<file path="src/include/fault_rs_pkg.sv">
package fault_rs_pkg;

    // register indices; byte address is four times the index
    localparam logic [11:0] REG_CFG_IDX = 12'h405;
    localparam logic [11:0] REG_IRQ_STAT_IDX = 12'h406;
    localparam logic [11:0] REG_IRQ_MASK_IDX = 12'h407;
    localparam logic [11:0] REG_STATUS_IDX = 12'h408;

    // configuration field
    localparam int CFG_EN_BIT = 0;
    localparam int CFG_UNIDIR_BIT = 1;
    localparam logic [1:0] CFG_RESET = 2'h0;
    localparam logic [1:0] MODE_BIDIR = 2'h1;
    localparam logic [1:0] MODE_UNIDIR = 2'h3;

    // interrupt status bits
    localparam int IRQ_LOCAL_BIT = 0;
    localparam int IRQ_REMOTE_BIT = 1;
    localparam int IRQ_CLEAR_BIT = 2;
    localparam int IRQ_WIDTH = 3;
    localparam logic [IRQ_WIDTH-1:0] IRQ_RESET = 3'h0;

    // column coding
    localparam logic [7:0] SEQ_CTRL = 8'h01;
    localparam logic [7:0] SEQ_CODE = 8'h9c;
    localparam logic [7:0] FAULT_LOCAL = 8'h01;
    localparam logic [7:0] FAULT_REMOTE = 8'h02;
    localparam logic [7:0] IDLE_CTRL = 8'hff;
    localparam logic [63:0] IDLE_DATA = 64'h0707070707070707;
    localparam int SEQ_CODE_LSB = 0;
    localparam int SEQ_FAULT_LSB = 24;

    // fault detection defaults
    localparam int SEQ_NEEDED = 4;
    localparam int COL_LIMIT = 128;

    typedef enum logic [1:0] {
        LF_OK = 2'h0,
        LF_LOCAL = 2'h1,
        LF_REMOTE = 2'h3
    } link_fault_t;

    // sequence ordered set column carrying a fault code
    function automatic logic [63:0] seqColumn(input logic [7:0] code);
        logic [63:0] col;
        col = 64'h0;
        col[SEQ_CODE_LSB +: 8] = SEQ_CODE;
        col[SEQ_FAULT_LSB +: 8] = code;
        return col;
    endfunction

endpackage

</file>
<file path="src/verilog/fault_sequence_monitor.sv">
`timescale 1ns/1ps
module fault_sequence_monitor #(
    parameter int SEQ_NEEDED = fault_rs_pkg::SEQ_NEEDED,
    parameter int COL_LIMIT = fault_rs_pkg::COL_LIMIT
) (
    // clock and reset
    input wire logic core_clk,
    input wire logic rst_b,
    input wire logic clkEn,
    // received column
    input wire logic [63:0] rxData,
    input wire logic [7:0] rxCtrl,
    // fault state
    output fault_rs_pkg::link_fault_t linkFault
);

    localparam int CW = $clog2(COL_LIMIT + 1);
    localparam int SW = $clog2(SEQ_NEEDED + 1);

    initial begin
        if (SEQ_NEEDED < 1 || COL_LIMIT < 2) begin
            $error("fault_sequence_monitor: bad parameters");
        end
    end

    logic [CW-1:0] colCnt;
    logic [SW-1:0] seqCnt;
    fault_rs_pkg::link_fault_t lastType;
    logic isSeq;
    fault_rs_pkg::link_fault_t seqType;
    logic gapOk;

    always_comb begin
        isSeq = 1'b0;
        seqType = fault_rs_pkg::LF_OK;
        if (rxCtrl == fault_rs_pkg::SEQ_CTRL &&
            rxData[fault_rs_pkg::SEQ_CODE_LSB +: 8] == fault_rs_pkg::SEQ_CODE) begin
            if (rxData[fault_rs_pkg::SEQ_FAULT_LSB +: 8] == fault_rs_pkg::FAULT_LOCAL) begin
                isSeq = 1'b1;
                seqType = fault_rs_pkg::LF_LOCAL;
            end else if (rxData[fault_rs_pkg::SEQ_FAULT_LSB +: 8] == fault_rs_pkg::FAULT_REMOTE) begin
                isSeq = 1'b1;
                seqType = fault_rs_pkg::LF_REMOTE;
            end
        end
    end

    // previous sequence less than COL_LIMIT columns ago
    assign gapOk = colCnt < CW'(COL_LIMIT);

    // columns since the last fault sequence, saturating at the limit
    always_ff @(posedge core_clk) begin
        if (!rst_b) begin
            colCnt <= CW'(COL_LIMIT);
        end else if (clkEn) begin
            if (isSeq) begin
                colCnt <= '0;
            end else if (gapOk) begin
                colCnt <= colCnt + CW'(1);
            end
        end
    end

    // run of same-valued sequences
    always_ff @(posedge core_clk) begin
        if (!rst_b) begin
            seqCnt <= '0;
            lastType <= fault_rs_pkg::LF_OK;
        end else if (clkEn) begin
            if (isSeq) begin
                lastType <= seqType;
                if (seqType == lastType && gapOk && seqCnt != '0) begin // [RULE8]
                    if (seqCnt != SW'(SEQ_NEEDED)) begin
                        seqCnt <= seqCnt + SW'(1);
                    end
                end else begin
                    seqCnt <= SW'(1);
                end
            end else if (colCnt == CW'(COL_LIMIT - 1)) begin
                seqCnt <= '0;
            end
        end
    end

    always_ff @(posedge core_clk) begin
        if (!rst_b) begin
            linkFault <= fault_rs_pkg::LF_OK; // [RULE15]
        end else if (clkEn) begin
            if (isSeq && seqType == lastType && gapOk && seqCnt == SW'(SEQ_NEEDED - 1)) begin
                linkFault <= seqType; // [RULE8]
            end else if (isSeq && SEQ_NEEDED == 1) begin
                linkFault <= seqType; // [RULE8]
            end else if (!isSeq && colCnt == CW'(COL_LIMIT - 1)) begin
                linkFault <= fault_rs_pkg::LF_OK; // [RULE9]
            end
        end
    end

endmodule

</file>
<file path="src/verilog/link_fault_reconciliation.sv">
// Behaviour
// (RULE1) Fault signalling toward the link is off after reset and turns on only when software sets config bit 0.
// (RULE2) A config field of 01 selects normal bidirectional fault signalling.
// (RULE3) In bidirectional mode a local fault makes the transmit path send remote fault sequences.
// (RULE4) In bidirectional mode a remote fault makes the transmit path send idle columns instead of client data.
// (RULE5) A config field of 11 selects one-way operation, with fault sequences placed in the interpacket gaps.
// (RULE6) Receiving remote or local fault sequences sets the matching fault status output.
// (RULE7) The status output clears after valid data for more than 127 columns.
// (RULE8) The fault state takes a value after four same-valued sequences, each under 128 columns apart, none differing.
// (RULE9) The fault state returns to OK after any 128 columns with no fault sequence.
// (RULE10) The fault status outputs follow detection regardless of the config register.
// (RULE11) Both fault status outputs are clocked by the receive clock.
// (RULE12) The one-way mode output mirrors config bit 1 of the register at index 0x405.
// (RULE13) The report enable output mirrors config bit 0 of the register at index 0x405.
// (RULE14) The one-way mode and report enable outputs are clocked by the transmit clock.
// (RULE15) Fault status outputs and the fault state are zero or OK while reset is held.
`timescale 1ns/1ps
module link_fault_reconciliation #(
    parameter int SEQ_NEEDED = fault_rs_pkg::SEQ_NEEDED,
    parameter int COL_LIMIT = fault_rs_pkg::COL_LIMIT
) (
    // clock, reset, enable
    input wire logic core_clk,
    input wire logic rst_b,
    input wire logic clkEn,
    // apb slave
    input wire logic [31:0] paddr,
    input wire logic psel,
    input wire logic penable,
    input wire logic pwrite,
    input wire logic [31:0] pwdata,
    input wire logic [3:0] pstrb,
    output logic [31:0] prdata,
    output logic pready,
    output logic pslverr,
    // receive columns from the pcs
    input wire logic [63:0] rxData,
    input wire logic [7:0] rxCtrl,
    // transmit columns from the mac
    input wire logic [63:0] macTxData,
    input wire logic [7:0] macTxCtrl,
    // transmit columns to the pcs
    output logic [63:0] pcsTxData,
    output logic [7:0] pcsTxCtrl,
    // fault status and configuration mirrors
    output logic remoteFaultStatus,
    output logic localFaultStatus,
    output logic unidirectionalEn,
    output logic faultReportEn,
    // interrupt
    output logic irq
);

    initial begin
        if (SEQ_NEEDED < 1 || COL_LIMIT < 2) begin
            $error("link_fault_reconciliation: bad parameters");
        end
    end

    ////////////////////////////////////////////////////////////////////////////////////////////////
    // receive fault detection

    fault_rs_pkg::link_fault_t linkFault;
    logic localNow;
    logic remoteNow;

    fault_sequence_monitor #(
        .SEQ_NEEDED(SEQ_NEEDED),
        .COL_LIMIT(COL_LIMIT)
    ) monitor (
        .core_clk(core_clk),
        .rst_b(rst_b),
        .clkEn(clkEn),
        .rxData(rxData),
        .rxCtrl(rxCtrl),
        .linkFault(linkFault)
    );

    assign localNow = linkFault == fault_rs_pkg::LF_LOCAL;
    assign remoteNow = linkFault == fault_rs_pkg::LF_REMOTE;

    // status follows the fault state only, never the config field
    always_ff @(posedge core_clk) begin
        if (!rst_b) begin
            localFaultStatus <= 1'b0; // [RULE15]
            remoteFaultStatus <= 1'b0; // [RULE15]
        end else if (clkEn) begin
            localFaultStatus <= localNow; // [RULE6] [RULE7] [RULE10] [RULE11]
            remoteFaultStatus <= remoteNow; // [RULE6] [RULE7] [RULE10] [RULE11]
        end
    end

    ////////////////////////////////////////////////////////////////////////////////////////////////
    // registers

    logic [1:0] faultCfg;
    logic [fault_rs_pkg::IRQ_WIDTH-1:0] irqStatus;
    logic [fault_rs_pkg::IRQ_WIDTH-1:0] irqMask;
    logic [fault_rs_pkg::IRQ_WIDTH-1:0] irqEvents;
    logic [29:0] regIdx;
    logic aligned;
    logic hitCfg;
    logic hitStat;
    logic hitMask;
    logic hitStatus;
    logic mapped;
    logic setupPhase;
    logic accessWrite;
    logic [31:0] next_prdata;
    logic prevLocal;
    logic prevRemote;
    logic prevAny;

    assign regIdx = paddr[31:2];
    assign aligned = paddr[1:0] == 2'h0;
    assign hitCfg = aligned && regIdx == 30'(fault_rs_pkg::REG_CFG_IDX);
    assign hitStat = aligned && regIdx == 30'(fault_rs_pkg::REG_IRQ_STAT_IDX);
    assign hitMask = aligned && regIdx == 30'(fault_rs_pkg::REG_IRQ_MASK_IDX);
    assign hitStatus = aligned && regIdx == 30'(fault_rs_pkg::REG_STATUS_IDX);
    assign mapped = hitCfg || hitStat || hitMask || hitStatus;
    assign setupPhase = psel && !penable;
    assign accessWrite = clkEn && psel && penable && pwrite && mapped && pstrb[0];

    // zero wait states while the block runs; a frozen block holds the bus
    assign pready = clkEn;
    assign pslverr = psel && penable && !mapped;

    always_comb begin
        next_prdata = 32'h0;
        if (hitCfg) begin
            next_prdata[1:0] = faultCfg;
        end else if (hitStat) begin
            next_prdata[fault_rs_pkg::IRQ_WIDTH-1:0] = irqStatus;
        end else if (hitMask) begin
            next_prdata[fault_rs_pkg::IRQ_WIDTH-1:0] = irqMask;
        end else if (hitStatus) begin
            next_prdata[1:0] = {remoteFaultStatus, localFaultStatus};
        end
    end

    // read data captured in the setup cycle, stable through the access phase
    always_ff @(posedge core_clk) begin
        if (!rst_b) begin
            prdata <= 32'h0;
        end else if (clkEn && setupPhase) begin
            prdata <= next_prdata;
        end
    end

    always_ff @(posedge core_clk) begin
        if (!rst_b) begin
            faultCfg <= fault_rs_pkg::CFG_RESET; // [RULE1]
        end else if (accessWrite && hitCfg) begin
            faultCfg <= pwdata[1:0];
        end
    end

    always_ff @(posedge core_clk) begin
        if (!rst_b) begin
            irqMask <= fault_rs_pkg::IRQ_RESET;
        end else if (accessWrite && hitMask) begin
            irqMask <= pwdata[fault_rs_pkg::IRQ_WIDTH-1:0];
        end
    end

    ////////////////////////////////////////////////////////////////////////////////////////////////
    // interrupt events

    always_ff @(posedge core_clk) begin
        if (!rst_b) begin
            prevLocal <= 1'b0;
            prevRemote <= 1'b0;
            prevAny <= 1'b0;
        end else if (clkEn) begin
            prevLocal <= localNow;
            prevRemote <= remoteNow;
            prevAny <= localNow || remoteNow;
        end
    end

    always_comb begin
        irqEvents = '0;
        irqEvents[fault_rs_pkg::IRQ_LOCAL_BIT] = localNow && !prevLocal;
        irqEvents[fault_rs_pkg::IRQ_REMOTE_BIT] = remoteNow && !prevRemote;
        irqEvents[fault_rs_pkg::IRQ_CLEAR_BIT] = prevAny && !(localNow || remoteNow);
    end

    // a new event in the clearing cycle survives the write-one clear
    always_ff @(posedge core_clk) begin
        if (!rst_b) begin
            irqStatus <= fault_rs_pkg::IRQ_RESET;
        end else if (clkEn) begin
            if (accessWrite && hitStat) begin
                irqStatus <= (irqStatus & ~pwdata[fault_rs_pkg::IRQ_WIDTH-1:0]) | irqEvents;
            end else begin
                irqStatus <= irqStatus | irqEvents;
            end
        end
    end

    always_ff @(posedge core_clk) begin
        if (!rst_b) begin
            irq <= 1'b0;
        end else if (clkEn) begin
            irq <= |(irqStatus & irqMask);
        end
    end

    ////////////////////////////////////////////////////////////////////////////////////////////////
    // configuration mirrors

    always_ff @(posedge core_clk) begin
        if (!rst_b) begin
            unidirectionalEn <= 1'b0;
            faultReportEn <= 1'b0;
        end else if (clkEn) begin
            unidirectionalEn <= faultCfg[fault_rs_pkg::CFG_UNIDIR_BIT]; // [RULE12] [RULE14]
            faultReportEn <= faultCfg[fault_rs_pkg::CFG_EN_BIT]; // [RULE13] [RULE14]
        end
    end

    ////////////////////////////////////////////////////////////////////////////////////////////////
    // transmit path

    logic macIdle;
    logic [63:0] next_pcsTxData;
    logic [7:0] next_pcsTxCtrl;

    assign macIdle = macTxCtrl == fault_rs_pkg::IDLE_CTRL && macTxData == fault_rs_pkg::IDLE_DATA;

    always_comb begin
        next_pcsTxData = macTxData;
        next_pcsTxCtrl = macTxCtrl;
        if (faultCfg == fault_rs_pkg::MODE_BIDIR) begin // [RULE1] [RULE2]
            if (localNow) begin
                next_pcsTxData = fault_rs_pkg::seqColumn(fault_rs_pkg::FAULT_REMOTE); // [RULE3]
                next_pcsTxCtrl = fault_rs_pkg::SEQ_CTRL;
            end else if (remoteNow) begin
                next_pcsTxData = fault_rs_pkg::IDLE_DATA; // [RULE4]
                next_pcsTxCtrl = fault_rs_pkg::IDLE_CTRL;
            end
        end else if (faultCfg == fault_rs_pkg::MODE_UNIDIR) begin
            // one-way: client data keeps flowing, gaps carry the remote fault sequence
            if (localNow && macIdle) begin
                next_pcsTxData = fault_rs_pkg::seqColumn(fault_rs_pkg::FAULT_REMOTE); // [RULE5]
                next_pcsTxCtrl = fault_rs_pkg::SEQ_CTRL;
            end
        end
    end

    always_ff @(posedge core_clk) begin
        if (!rst_b) begin
            pcsTxData <= fault_rs_pkg::IDLE_DATA;
            pcsTxCtrl <= fault_rs_pkg::IDLE_CTRL;
        end else if (clkEn) begin
            pcsTxData <= next_pcsTxData;
            pcsTxCtrl <= next_pcsTxCtrl;
        end
    end

endmodule

</file>
<file path="config.mk">
export PLATFORM = sky130hd
export DESIGN_NAME = link_fault_reconciliation
export DESIGN_NICKNAME = d
export VERILOG_FILES = /design/src/include/fault_rs_pkg.sv /design/src/verilog/fault_sequence_monitor.sv /design/src/verilog/link_fault_reconciliation.sv
export SDC_FILE = /design/constraint.sdc
export NUM_CORES = 1
export LEC_CHECK = 0
export BUFFER_PORTS_ARGS = -buffer_cell sky130_fd_sc_hd__buf_2
export CORE_AREA = 2 2 129 131
export CTS_CLUSTER_SIZE = 28
export DETAILED_ROUTE_END_ITERATION = 10
export DIE_AREA = 0 0 131 133
export PLACE_DENSITY = 0.68
export SLEW_MARGIN = 20
export SYNTH_ARGS = -nofsm -noshare
export SYNTH_HDL_FRONTEND = slang
export SYNTH_HIERARCHICAL = 1
export SYNTH_SLANG_ARGS = --single-unit
</file>
<file path="constraint.sdc">
create_clock -name core_clk -period 3.15 [get_ports core_clk]
set_clock_uncertainty 0.2 [all_clocks]
set_input_delay 0.1575 -clock core_clk [delete_from_list [all_inputs] [get_ports core_clk]]
set_output_delay 0.1575 -clock core_clk [all_outputs]
set_load 0.05 [all_outputs]
</file>
==> impl_results.md <==
- DRC: 0
- Post-cts resize count: 0
- CTS clk-pin slew, worst paths: 0.07 ns
- Core area: 0.0162 sq mm
- Worst vdd ir: 0.000296 V
- Status: finished clean
- EDFF count, synth: 0
- Async SR Flop Fraction: 0%
- Synth-to-layout area growth: 36.6%
- Seq cells post-synth: 104
- Total power: 0.00320 W
- DP HPWL: 12000 um
- Final WS setup: 0.438 ns
- Synth cell types: 53
- Family with the most delay on the worst path: simple AND/OR/NAND/NOR gates
- CP Class: input port to register
- CP max stage cell: or4b_1
- Reg2reg path depth: 6
- Rel. slew slack: 42.5%
- First-pass GRT wire length: 26800 um
- Sequential fraction of the synthesis area: 36.7%
- Critical Path Start Type: input port
- Pre-CTS setup slack: 0.653 ns
- Final Critical Period: 2.71 ns
- CP max FO: 32
- Global route total overflow: 0
- Min-delay src: macTxData[49]
- H-tree Lvls: 3
- Ports: 329
- CTS tree: built
- Hold path depth: 4
- Pin count of the biggest net entering global routing: 87
- GPL Wtd Cong: 0.836
- R2R setup slack: 0.89 ns
- Slew Limit Fails: 0
- Chip Width: 131 um
- Critical Path End Type: register
- Critical path, cell by cell: dlygate4sd3_1 -> buf_2 -> or4b_1 -> or4_4 -> nor4_4 -> buf_4 -> a21oi_1
- Hold Path End: pcsTxData[49]
- CTS buffer count: 9
- Std-Cell Rows: 47
- Die area: 0.0174 sq mm
- Skew-Pair Late Insertion Delay: 0.35 ns
- Longest Clk Path Bufs: 2
- PortBufs: 219
- Syn avg cell area: 8.09 sq um
- Fmax: 0.369 GHz
- Crit-path max cell delay: 0.62 ns
- Hold crit path type: input port to register
- Worst endpoint data arrival time: 2.74 ns
- Fin nets: 1178
- Setup TNS Final: 0 ns
- Post-route ant nets: 0
- Cells after synthesis: 700
- DR WL/cell: 14.9 um
- Initial Utilization: 35.0%
- Leakage: 3.57 nW
- Final Setup Violations: 0
- Initial DRC Count: 471
- Yosys Warn Count: 6
- Pwr/cell area: 413 mW/mm^2
- Vias in the first global route: 5367
- CP bufs+invs: 3
- Critical Path RT: 3.18 ns
- Reg2Reg Capture Point: pcsTxData[8]
- CTS Root Cell: clkbuf_16
- Via Count: 5833
- TritonCTS Sinks: 104
- Period utilisation layout: 86.1%
- Mapped Area: 0.00567 sq mm
- DR pass1 iterations: 6
- Final hold viol count: 0
- Routed WL: 17600 um
- Via density per instance: 4.93
- Unrepaired setup endpoints after global routing: false
- Layout cells sized above 1: 26.7%
- Worst R2R Start: monitor/linkFault[0]
- Total Routing Usage GR: 19.5%
- Least-Margin Pin Slew: 0.863 ns
- Initial antenna violation count: 0
- Max-cap viol count: 0
- Synth Flop Type: dfxtp_1
- Die Y: 133 um
[placed cells by master, fill, tap and decap left out, types with 4 or more instances in the layout]
| master | instances |
|---|---|
| nand3b_1 | 7 |
| nor2_1 | 43 |
| o21ai_0 | 44 |
| buf_2 | 218 |
| nand4_1 | 8 |
| and3_1 | 5 |
| ha_1 | 4 |
| nand2b_1 | 41 |
| dfxtp_1 | 104 |
| a21oi_1 | 65 |
| and4b_1 | 4 |
| clkbuf_16 | 9 |
| nor4b_1 | 10 |
| a21boi_0 | 42 |
| clkinvlp_4 | 4 |
| buf_4 | 11 |
| nor4bb_1 | 6 |
| a21o_1 | 32 |
| xnor2_1 | 4 |
| nor4_1 | 11 |
| mux2i_1 | 12 |
| nand4b_1 | 6 |
| inv_1 | 34 |
| dlygate4sd3_1 | 65 |
| nand3_1 | 50 |
| conb_1 | 29 |
| nor2b_1 | 17 |
| nand2_1 | 29 |
[layer usage]
metal / global-route usage, % / vias up / wire length [um]
li1: - / 2922 / -
met1: 26.0 / 2629 / 8070
met2: 30.3 / 244 / 7720
met3: 5.34 / 38 / 1330
met4: 6.38 / 0 / 482
met5: 0 / - / 0
[kinds of logic after synthesis]
logic type	count (synthesis)	share of synthesized area (%)
AOI/OAI and AO/OA	202	22.2
adders and majority gates	4	0.883
muxes	13	2.32
and+or+nand+nor	259	27.3
xor gates and xnor gates	6	0.928
other	1	0.0662
buffers and inverters	111	9.61
DFF	104	36.7
[repair_timing]
action,4_1_cts,5_1_grt
hold buffers,65,0
buffers inserted,0,0
hold endpoints to repair,70,0
endpoints found under the setup margin,0,0
[sequential cells by signal, indices dropped and copies added, names as in the netlist]
name	flops
unidirectionalEn	1
monitor/seqCnt	3
monitor/lastType	2
pcsTxData	64
prevLocal	1
prevAny	1
monitor/linkFault	2
pcsTxCtrl	8
prevRemote	1
prdata	3
irqStatus	3
faultCfg	2
monitor/colCnt	8
irq	1
irqMask	3
faultReportEn	1
[power breakdown]
group,internal [W],switching (W)
combinational,0.000242,0.000485
sequential,0.00137,0.0000264
clock,0.000559,0.000516
total,0.00217,0.00103
[metrics by stage]
stage | hold WS, ns | instances | util [%] | instance area [sq um]
3_5_place_dp | 0.159 | 1100 | 42.1 | 6800
2_1_floorplan | 0.0559 | 728 | - | 5770
3_3_place_gp | 0.159 | 1100 | 42.1 | 6800
6_report | 0.00383 | 1182 | 47.9 | 7740
4_1_cts | 0.00139 | 1181 | 47.8 | 7740
5_1_grt | 0.0510 | 1181 | 47.8 | 7740
[worst max-delay path by stage]
stage | cells after the start | start | slack (ns) | endpoint
6_report | 7 | macTxData[19] | 0.44 | pcsTxData[8]
5_1_grt | 7 | macTxData[19] | 0.33 | pcsTxData[41]
4_1_cts | 7 | macTxData[19] | 0.47 | pcsTxData[8]
3_5_place_dp | 6 | macTxData[19] | 0.65 | pcsTxData[41]
3_3_place_gp | 6 | macTxData[19] | 0.65 | pcsTxCtrl[5]
2_1_floorplan | 5 | macTxData[19] | 1.10 | pcsTxCtrl[1]
[tightest hold or removal path: stages]
cell and delay, ns:
buf_2 0.10, a21o_1 0.10, a21oi_1 0.06, a21oi_1 0.10
[cells in the mapped netlist, types with 3 or more instances]
cell type / count / share of area [%]
a21oi_1: 65 / 5.7
nor2b_1: 17 / 1.9
and3_1: 5 / 0.55
a222oi_1: 3 / 0.53
a21boi_0: 42 / 5.6
nand4_1: 8 / 0.88
ha_1: 4 / 0.88
nor4bb_1: 6 / 1.1
dfxtp_1: 104 / 37
and4b_1: 5 / 0.88
nand2b_1: 41 / 4.5
o21ai_0: 44 / 3.9
nand2_1: 29 / 1.9
inv_1: 34 / 2.3
nand4b_1: 6 / 0.93
buf_4: 32 / 4.2
buf_1: 5 / 0.33
and3b_1: 3 / 0.46
nand3_1: 50 / 4.4
nor4b_1: 10 / 1.5
nor4_1: 11 / 1.2
xnor2_1: 4 / 0.62
a22oi_1: 3 / 0.40
nor2_1: 43 / 2.8
a21o_1: 32 / 4.2
nand3b_1: 7 / 0.93
clkbuf_1: 39 / 2.6
mux2i_1: 12 / 2.1
[area by class of cell]
class | count | area, sq um
fill | 1545 | 8430
multi-input combinational | 513 | 3150
sequential | 104 | 2080
timing repair buffer | 294 | 1820
tap | 220 | 275
clock buffer | 10 | 239
inverter | 34 | 128
clock inverter | 6 | 43.8
antenna | 1 | 2.50
(Power assumes the default switching activity.)
